File: src/include/ldsf_defines.svh
/*
 * offsets, field positions, reset values and counts of the led driver
 * status flag group; assumes an 8-bit register address space.
 */
`ifndef LDSF_DEFINES_SVH
`define LDSF_DEFINES_SVH

// ***********************************
// register offsets
// ***********************************
`define LDSF_OFF_PRIMARY     8'h70
`define LDSF_OFF_SECONDARY   8'h71
`define LDSF_OFF_SUPPLY      8'h72
`define LDSF_OFF_CONV_RESULT 8'h73
`define LDSF_OFF_CONV_CHAN   8'h62
`define LDSF_OFF_MASK        8'h64
`define LDSF_OFF_CONTROL     8'h7C
`define LDSF_OFF_IRQ_STATUS  8'h7D
`define LDSF_OFF_IRQ_MASK    8'h7E

// ***********************************
// primary fault status fields
// ***********************************
`define LDSF_PRI_REF   6
`define LDSF_PRI_SAFE  5
`define LDSF_PRI_OUT   4
`define LDSF_PRI_PRE   3
`define LDSF_PRI_TSD   2
`define LDSF_PRI_POR   1
`define LDSF_PRI_ERR   0
`define LDSF_PRI_RESET 8'h03

// ***********************************
// secondary status fields
// ***********************************
`define LDSF_SEC_PIN   5
`define LDSF_SEC_PROG  4
`define LDSF_SEC_LOW   3
`define LDSF_SEC_DONE  2
`define LDSF_SEC_DIAG  1
`define LDSF_SEC_CRC   0

// ***********************************
// fault mask fields
// ***********************************
`define LDSF_MSK_REF   7
`define LDSF_MSK_CRC   6
`define LDSF_MSK_SHORT 5
`define LDSF_MSK_OPEN  4
`define LDSF_MSK_TSD   3

// ***********************************
// control, interrupt, widths
// ***********************************
`define LDSF_CTL_CLEAR_POR 0
`define LDSF_CHAN_W        5
`define LDSF_IRQ_W         6

`endif

File: src/include/ldsf_pkg.sv
/*
 * types of the led driver status flag group; assumes nothing else.
 */
package ldsf_pkg;
   typedef logic [7:0] ldsf_byte_t;
   typedef logic [4:0] ldsf_chan_t;
endpackage

File: src/hdl/ldsf_status_flags.sv
/*
 * status flag register group of a multichannel led driver, with the
 * conversion channel, fault mask, control and interrupt registers it needs.
 * assumes fault and event inputs come from logic on the same clock; only
 * the fail-safe pin is asynchronous. register port: one-cycle strobes,
 * read data in the cycle after the read strobe.
 *
 * register map:
 *   0x62 conversion channel, bits 4-0, a write starts a conversion
 *   0x64 fault mask: 7 ref, 6 integrity, 5 short, 4 open, 3 shutdown
 *   0x70 primary fault status, read-only
 *   0x71 secondary event status, read-only
 *   0x72 supply measurement, read-only
 *   0x73 conversion result, a read clears the done flag
 *   0x7C control: bit 0 written as one clears the power-on flag
 *   0x7D interrupt status, a read clears it
 *   0x7E interrupt mask, one enables
 * interrupt bits: 5 ref, 4 channel fault, 3 shutdown, 2 conversion done,
 * 1 diagnostic done, 0 programming done.
 */
// The address-and-strobe port is this design's own decision.
`timescale 1ns/1ps
`include "ldsf_defines.svh"

module ldsf_status_flags
   import ldsf_pkg::*;
#(
   parameter int CHAN_W = `LDSF_CHAN_W
) (
   input  wire logic       clock,
   input  wire logic       reset,
   input  wire logic [7:0] reg_addr,
   input  wire logic [7:0] reg_wdata,
   input  wire logic       reg_write,
   input  wire logic       reg_read,
   output logic [7:0]      reg_rdata,
   input  wire logic       ref_fault,
   input  wire logic       failsafe_mode,
   input  wire logic       open_fault,
   input  wire logic       short_fault,
   input  wire logic       thermal_prewarn,
   input  wire logic       thermal_shutdown,
   input  wire logic       failsafe_input_pin,
   input  wire logic       nvm_program_done,
   input  wire logic       low_supply,
   input  wire logic       conversion_complete,
   input  wire logic [7:0] conversion_value,
   input  wire logic       conversion_is_supply,
   input  wire logic       diag_run_done,
   input  wire logic       nvm_check_fail,
   output logic            conversion_start,
   output logic [4:0]      conversion_channel,
   output logic            error_out,
   output logic            irq
);

   // ***********************************
   // parameter checks
   // ***********************************
   // the channel register and read mux fit a 5-bit field only
   if (CHAN_W != 5) begin : g_chan_w_bad
      $error("conversion channel field must be 5 bits");
   end

   // the interrupt logic below is laid out for six event bits
   if (`LDSF_IRQ_W != 6) begin : g_irq_w_bad
      $error("interrupt field must be 6 bits");
   end

   // ***********************************
   // pin synchroniser
   // ***********************************
   logic pin_meta_r;
   logic failsafe_pin_level;

   // only the second flop is read; the first may still be settling
   always_ff @(posedge clock) begin
      pin_meta_r         <= failsafe_input_pin;
      failsafe_pin_level <= pin_meta_r;
   end

   // ***********************************
   // access decode
   // ***********************************
   function automatic logic hit(input logic [7:0] a, input logic [7:0] off);
      hit = (a == off);
   endfunction

   logic wr_chan;
   logic wr_mask;
   logic wr_ctl;
   logic wr_imask;
   logic rd_result;
   logic rd_istat;

   assign wr_chan   = reg_write && hit(reg_addr, `LDSF_OFF_CONV_CHAN);
   assign wr_mask   = reg_write && hit(reg_addr, `LDSF_OFF_MASK);
   assign wr_ctl    = reg_write && hit(reg_addr, `LDSF_OFF_CONTROL);
   assign wr_imask  = reg_write && hit(reg_addr, `LDSF_OFF_IRQ_MASK);
   assign rd_result = reg_read && hit(reg_addr, `LDSF_OFF_CONV_RESULT);
   assign rd_istat  = reg_read && hit(reg_addr, `LDSF_OFF_IRQ_STATUS);

   // ***********************************
   // control registers
   // ***********************************
   ldsf_byte_t mask_r;
   ldsf_byte_t irq_mask_r;

   always_ff @(posedge clock) begin
      if (reset) begin
         mask_r <= 8'h00;
      end else if (wr_mask) begin
         mask_r <= reg_wdata;
      end
   end

   always_ff @(posedge clock) begin
      if (reset) begin
         irq_mask_r <= 8'h00;
      end else if (wr_imask) begin
         irq_mask_r <= {2'h0, reg_wdata[5:0]};
      end
   end

   // ***********************************
   // conversion request
   // ***********************************
   // write starts conversion
   always_ff @(posedge clock) begin
      if (reset) begin
         conversion_channel <= 5'h00;
         conversion_start   <= 1'b0;
      end else begin
         conversion_start <= wr_chan;
         if (wr_chan) begin
            conversion_channel <= reg_wdata[4:0];
         end
      end
   end

   // ***********************************
   // power-on flag
   // ***********************************
   logic por_flag_r;
   logic err_now;

   always_ff @(posedge clock) begin
      if (reset) begin
         por_flag_r <= 1'b1;
      end else if (wr_ctl && reg_wdata[`LDSF_CTL_CLEAR_POR]) begin
         por_flag_r <= 1'b0;
      end
   end

   // ***********************************
   // error summary
   // ***********************************
   logic       nvm_fail_r;
   logic [4:0] err_src;
   logic [4:0] err_mask;
   logic [4:0] err_live;

   assign err_src  = {ref_fault, nvm_fail_r, short_fault, open_fault, thermal_shutdown};
   assign err_mask = {mask_r[`LDSF_MSK_REF], mask_r[`LDSF_MSK_CRC], mask_r[`LDSF_MSK_SHORT],
                      mask_r[`LDSF_MSK_OPEN], mask_r[`LDSF_MSK_TSD]};

   for (genvar i = 0; i < 5; i++) begin : g_err
      assign err_live[i] = err_src[i] && !err_mask[i];
   end

   assign err_now = |err_live;

   // ***********************************
   // primary fault status
   // ***********************************
   ldsf_byte_t primary_r;

   always_ff @(posedge clock) begin
      if (reset) begin
         primary_r <= `LDSF_PRI_RESET;
      end else begin
         primary_r                <= 8'h00;
         primary_r[`LDSF_PRI_REF] <= ref_fault;
         primary_r[`LDSF_PRI_SAFE] <= failsafe_mode;
         primary_r[`LDSF_PRI_OUT] <= open_fault || short_fault;
         primary_r[`LDSF_PRI_PRE] <= thermal_prewarn;
         primary_r[`LDSF_PRI_TSD] <= thermal_shutdown;
         primary_r[`LDSF_PRI_POR] <= por_flag_r;
         primary_r[`LDSF_PRI_ERR] <= err_now || por_flag_r;
      end
   end

   always_ff @(posedge clock) begin
      if (reset) begin
         error_out <= 1'b0;
      end else begin
         error_out <= err_now;
      end
   end

   // ***********************************
   // secondary status and measurement
   // ***********************************
   logic       done_flag_r;
   ldsf_byte_t supply_r;
   ldsf_byte_t result_r;

   always_ff @(posedge clock) begin
      nvm_fail_r <= nvm_check_fail;
   end

   always_ff @(posedge clock) begin
      if (reset) begin
         done_flag_r <= 1'b0;
      end else if (conversion_complete) begin
         done_flag_r <= 1'b1;
      end else if (rd_result) begin
         done_flag_r <= 1'b0;
      end
   end

   // ***********************************
   // conversion results
   // ***********************************
   // no reset: undetermined until the first supply conversion
   // latest supply conversion
   always_ff @(posedge clock) begin
      if (conversion_complete && conversion_is_supply) begin
         supply_r <= conversion_value;
      end
   end

   always_ff @(posedge clock) begin
      if (reset) begin
         result_r <= 8'h00;
      end else if (conversion_complete) begin
         result_r <= conversion_value;
      end
   end

   ldsf_byte_t secondary;

   always_comb begin
      secondary                 = 8'h00;
      secondary[`LDSF_SEC_PIN]  = failsafe_pin_level;
      secondary[`LDSF_SEC_PROG] = nvm_program_done;
      secondary[`LDSF_SEC_LOW]  = low_supply;
      secondary[`LDSF_SEC_DONE] = done_flag_r;
      secondary[`LDSF_SEC_DIAG] = diag_run_done;
      secondary[`LDSF_SEC_CRC]  = nvm_fail_r;
   end

   // ***********************************
   // interrupts
   // ***********************************
   logic [5:0] ev;
   logic [5:0] prev_r;
   logic [5:0] istat_r;
   logic [5:0] istat_nxt;
   logic [5:0] irq_en;

   assign ev = {ref_fault, open_fault || short_fault, thermal_shutdown,
                conversion_complete, diag_run_done, nvm_program_done};

   // sources idle low, so clearing to zero adds no false edge
   always_ff @(posedge clock) begin
      if (reset) begin
         prev_r <= 6'h00;
      end else begin
         prev_r <= ev;
      end
   end

   assign irq_en = irq_mask_r[5:0];

   // rising edges only, so a held fault does not refire after a read;
   // an event in the cycle of a read-clear still sets its bit
   for (genvar i = 0; i < 6; i++) begin : g_istat
      assign istat_nxt[i] = (istat_r[i] && !rd_istat) || (ev[i] && !prev_r[i]);
   end

   always_ff @(posedge clock) begin
      if (reset) begin
         istat_r <= 6'h00;
      end else begin
         istat_r <= istat_nxt;
      end
   end

   // level output follows the next status, so it rises with the bit
   always_ff @(posedge clock) begin
      if (reset) begin
         irq <= 1'b0;
      end else begin
         irq <= |(istat_nxt & irq_en);
      end
   end

   // ***********************************
   // read port
   // ***********************************
   // control and unmapped offsets read as zero
   // status offsets have no write path
   always_ff @(posedge clock) begin
      if (reset) begin
         reg_rdata <= 8'h00;
      end else if (reg_read) begin
         unique case (reg_addr)
            `LDSF_OFF_PRIMARY:     reg_rdata <= primary_r;
            `LDSF_OFF_SECONDARY:   reg_rdata <= secondary;
            `LDSF_OFF_SUPPLY:      reg_rdata <= supply_r;
            `LDSF_OFF_CONV_RESULT: reg_rdata <= result_r;
            `LDSF_OFF_CONV_CHAN:   reg_rdata <= {3'h0, conversion_channel};
            `LDSF_OFF_MASK:        reg_rdata <= mask_r;
            `LDSF_OFF_IRQ_STATUS:  reg_rdata <= {2'h0, istat_r};
            `LDSF_OFF_IRQ_MASK:    reg_rdata <= irq_mask_r;
            default:               reg_rdata <= 8'h00;
         endcase
      end else begin
         reg_rdata <= 8'h00;
      end
   end

endmodule

File: config.mk
export PLATFORM = sky130hd
export DESIGN_NAME = ldsf_status_flags
export DESIGN_NICKNAME = d
export VERILOG_FILES = /design/src/include/ldsf_pkg.sv /design/src/hdl/ldsf_status_flags.sv
export VERILOG_INCLUDE_DIRS = /design/src /design/src/include
export SDC_FILE = /design/constraint.sdc
export NUM_CORES = 1
export LEC_CHECK = 0
export BUFFER_PORTS_ARGS = -buffer_cell sky130_fd_sc_hd__buf_2
export CAP_MARGIN = 20
export CORE_UTILIZATION = 45
export CTS_BUF_LIST = sky130_fd_sc_hd__clkbuf_8
export CTS_CLUSTER_SIZE = 28
export DETAILED_ROUTE_END_ITERATION = 7
export PLACE_DENSITY = 0.77
export SYNTH_ARGS = -nofsm -noshare
export SYNTH_HDL_FRONTEND = slang
export SYNTH_SLANG_ARGS = --single-unit
File: constraint.sdc
create_clock -name clock -period 1.3 [get_ports clock]
set_input_delay 0.065 -clock clock [delete_from_list [all_inputs] [get_ports clock]]
set_output_delay 0.065 -clock clock [all_outputs]
set_load 0.03 [all_outputs]
==> impl_metrics.py <==
metrics = {
    "outcome": {
        "status": "finished, violations left",
        "violations": "setup timing",
    },
    "layout": {
        "postLayoutCoreUtil_pct": 63.6,
        "nNetsFinal": 421,
        "fill_cells": 496,
        "drive_above_1_share_pct": 28.6,
        "diodes": 0,
        "synthToLayoutAreaGrowth_pct": 37.1,
    },
    "floorplanning": {
        "die_area_um2": 6420,
        "die_w_um": 80.1,
        "core-area_um2": 5920,
        "floorplan.initialDensity_pct": 46.4,
        "rows": 28,
        "io_pins": 57,
        "die_y_um": 80.1,
    },
    "power_and_ir_drop": {
        "peakVddDrop_mv": 0.737,
        "finalPower_uw": 4720,
        "leakage_uw": 0.00156,
        "p_per_area_nw_per_um2": 1250,
    },
    "global_route": {
        "grt_pass1_wl_um": 12000,
        "antenna_found_initial": 0,
        "grt_pass1_vias": 2486,
        "top_usage_layer": "met2",
        "use_met3_pct": 4.66,
        "gr-total-overflow": 0,
        "grt_max_degree": 34,
        "track_usage_pct": 25.4,
        "use_met2_pct": 41.5,
        "grt_util_met1_pct": 31.5,
    },
    "clock_tree": {
        "cts_max_level": 3,
        "insertion_delay_ps": 340,
        "clock_path_buffers": 2,
        "clk_pin_slew_ps": 70,
        "clockRootBuffer": "clkbuf_8",
        "clock-sinks": 67,
        "cts-buffers-inserted": 9,
        "cts_tree": "yes",
    },
    "timing": {
        "fin_crit_sh_pct": 107,
        "max_slew_margin_pct": 61.0,
        "period_needed_ps": 1390,
        "hold_violations": 0,
        "fmax_ghz": 0.718,
        "fin_ws_ps": -92.8,
        "finalMaxSlewViolations": 0,
        "rsz0062_at_grt": "true",
        "finalSetupViolations": 4,
        "tightest_slew_ps": 581,
        "worst_clock_skew_ps": 7.85,
    },
    "setup_path": {
        "crit_required_ps": 1500,
        "r2r_slack_ps": -90,
        "worstSetupPathType": "register to register",
        "reg2reg_to": "reg_rdata[6]",
        "critPathLaunchType": "register",
        "cp.arrival_ps": 1600,
        "critPathCaptureType": "register",
        "timing.rr.start": "supply_r[6]",
        "reg2reg_depth": 4,
        "crit_fanout": 1,
    },
    "placement": {
        "place.gp.congestion": 0.885,
        "port_buffers": 56,
        "place_hpwl_um": 5300,
    },
    "synthesis": {
        "synth_warnings": 0,
        "async_flop_share_pct": 0,
        "syn_area_um2": 2750,
        "ys.flop_type": "dfxtp_1",
        "avgSynthCellArea_um2": 9.95,
        "synth.distinct_cells": 43,
        "ys_seq_elements": 67,
        "synth_edf_count": 8,
        "synth_seq_area_share_pct": 51.8,
        "synth_cells": 276,
        "synth_nets": 317,
    },
    "detailed_routing": {
        "routed_wl_um": 7530,
        "routedWlPerCell_um": 16.4,
        "drt_pre_antenna_iters": 4,
        "vias_per_cell": 5.42,
        "vias": 2491,
        "drt_iter0_drc": 324,
        "ant_nets": 0,
        "drc": 0,
    },
    "hold_path": {
        "hold_path.class": "input port to register",
        "hold_end": "conversion_channel[3]",
        "hp-start": "reg_wdata[3]",
        "whs_path_depth": 3,
    },
    "job": {
        "drv_cap": 0,
    },
}
logic make-up (layout without fill, tap and decap cells):
kind of cell / after synthesis / after routing / synth area share (%)
simple gates: 104 / 104 / 19.2
flops: 67 / 67 / 51.8
compound gates: 56 / 56 / 13.5
mux: 27 / 27 / 11.8
buf+inv: 22 / 131 / 3.74
power breakdown:
group / total (uW) / internal, uW / switching (uW)
Combinational: 439 / 227 / 212
Clock: 2080 / 1310 / 772
Sequential: 2200 / 2160 / 35.3
cell usage in the layout (no fill, tap or decap), types with 6 or more instances in the layout:
| cell type | n |
|---|---|
| a21oi_1 | 19 |
| a22o_1 | 9 |
| a22oi_1 | 7 |
| buf_2 | 56 |
| buf_4 | 27 |
| clkbuf_8 | 10 |
| dfxtp_1 | 59 |
| dlygate4sd3_1 | 25 |
| edfxtp_1 | 8 |
| inv_1 | 6 |
| mux2i_1 | 20 |
| nand2_1 | 14 |
| nand3_1 | 10 |
| nor2_1 | 40 |
| nor2b_1 | 17 |
| o21ai_0 | 6 |
how the worst max path moves through the flow:
| stage | startpoint | end | slack (ps) | depth (start not counted) |
|---|---|---|---|---|
| final | supply_r[6] | reg_rdata[6] | -90 | 4 |
| after global routing | supply_r[6] | reg_rdata[6] | -190 | 4 |
| after CTS | supply_r[0] | reg_rdata[0] | -80 | 4 |
| after detailed placement | reg_addr[0] | reg_rdata[0] | -160 | 6 |
| after global placement | reg_addr[0] | mask_r[5] | -120 | 6 |
| after floorplan | supply_r[0] | reg_rdata[0] | 40 | 4 |
metrics by stage:
step / hold WS, ps / std cells / instance area, um^2 / worst slack, ps / TNS (ps)
2_1_floorplan: 92.7 / 276 / 2750 / 36.6 / 0
3_3_place_gp: 168 / 419 / 3260 / -119 / -2330
3_5_place_dp: 170 / 419 / 3260 / -158 / -3020
4_1_cts: 7.64 / 460 / 3750 / -78.8 / -228
5_1_grt: 8.29 / 460 / 3760 / -192 / -648
6_report: 4.18 / 460 / 3760 / -92.8 / -282
cells in the mapped netlist, types with 3 or more instances:
| master | number | area, um^2 |
|---|---|---|
| a21oi_1 | 19 | 95.1 |
| a22o_1 | 9 | 78.8 |
| a22oi_1 | 8 | 60.1 |
| and3_1 | 4 | 25.0 |
| buf_1 | 3 | 11.3 |
| buf_4 | 5 | 37.5 |
| clkbuf_1 | 7 | 26.3 |
| dfxtp_1 | 59 | 1180 |
| edfxtp_1 | 8 | 240 |
| inv_1 | 6 | 22.5 |
| mux2i_1 | 20 | 200 |
| mux4_2 | 4 | 90.1 |
| nand2_1 | 14 | 52.6 |
| nand3_1 | 10 | 50.1 |
| nand4_1 | 3 | 18.8 |
| nor2_1 | 40 | 150 |
| nor2b_1 | 17 | 106 |
| o21ai_0 | 6 | 30.0 |
registers in the layout (all words and copies together) (netlist names):
| register | cells |
|---|---|
| failsafe_pin_level | 1 |
| nvm_fail_r | 1 |
| reg_rdata | 8 |
| irq | 1 |
| supply_r | 8 |
| done_flag_r | 1 |
| primary_r | 7 |
| error_out | 1 |
| pin_meta_r | 1 |
| prev_r | 3 |
| conversion_start | 1 |
| mask_r | 8 |
| result_r | 8 |
| conversion_channel | 5 |
| irq_mask_r | 6 |
| por_flag_r | 1 |
| istat_r | 6 |
per-layer routing:
metal | wire length (um) | part of all wire, %
met1 | 3260 | 43
met2 | 3610 | 48
met3 | 397 | 5.3
met4 | 272 | 3.6
met5 | 0 | 0
area by class of cell:
type / count / area (um^2) / area share [%]
Sequential cell: 67 / 1420 / 37.8
Multi-Input combinational cell: 187 / 1230 / 32.8
Timing Repair Buffer: 109 / 753 / 20.0
Clock buffer: 10 / 138 / 3.66
Clock inverter: 6 / 103 / 2.73
Tap cell: 75 / 93.8 / 2.49
Inverter: 6 / 22.5 / 0.598
critical path, stage by stage (launching register included):
cell	delay [ps]
edfxtp_1	370
mux2_1	330
a22o_1	250
a22oi_1	220
nor2_1	90
repair_timing:
| item | 4_1_cts | 5_1_grt |
|---|---|---|
| pin swaps | 2 | 1 |
| endpoints found under the hold margin | 32 | 0 |
| endpoints found under the setup margin | 4 | 6 |
| gates resized for setup | 0 | 2 |
| buffers inserted | 0 | 0 |
| hold buffers | 25 | 0 |
Note: power is estimated with default switching activity, not from simulation.
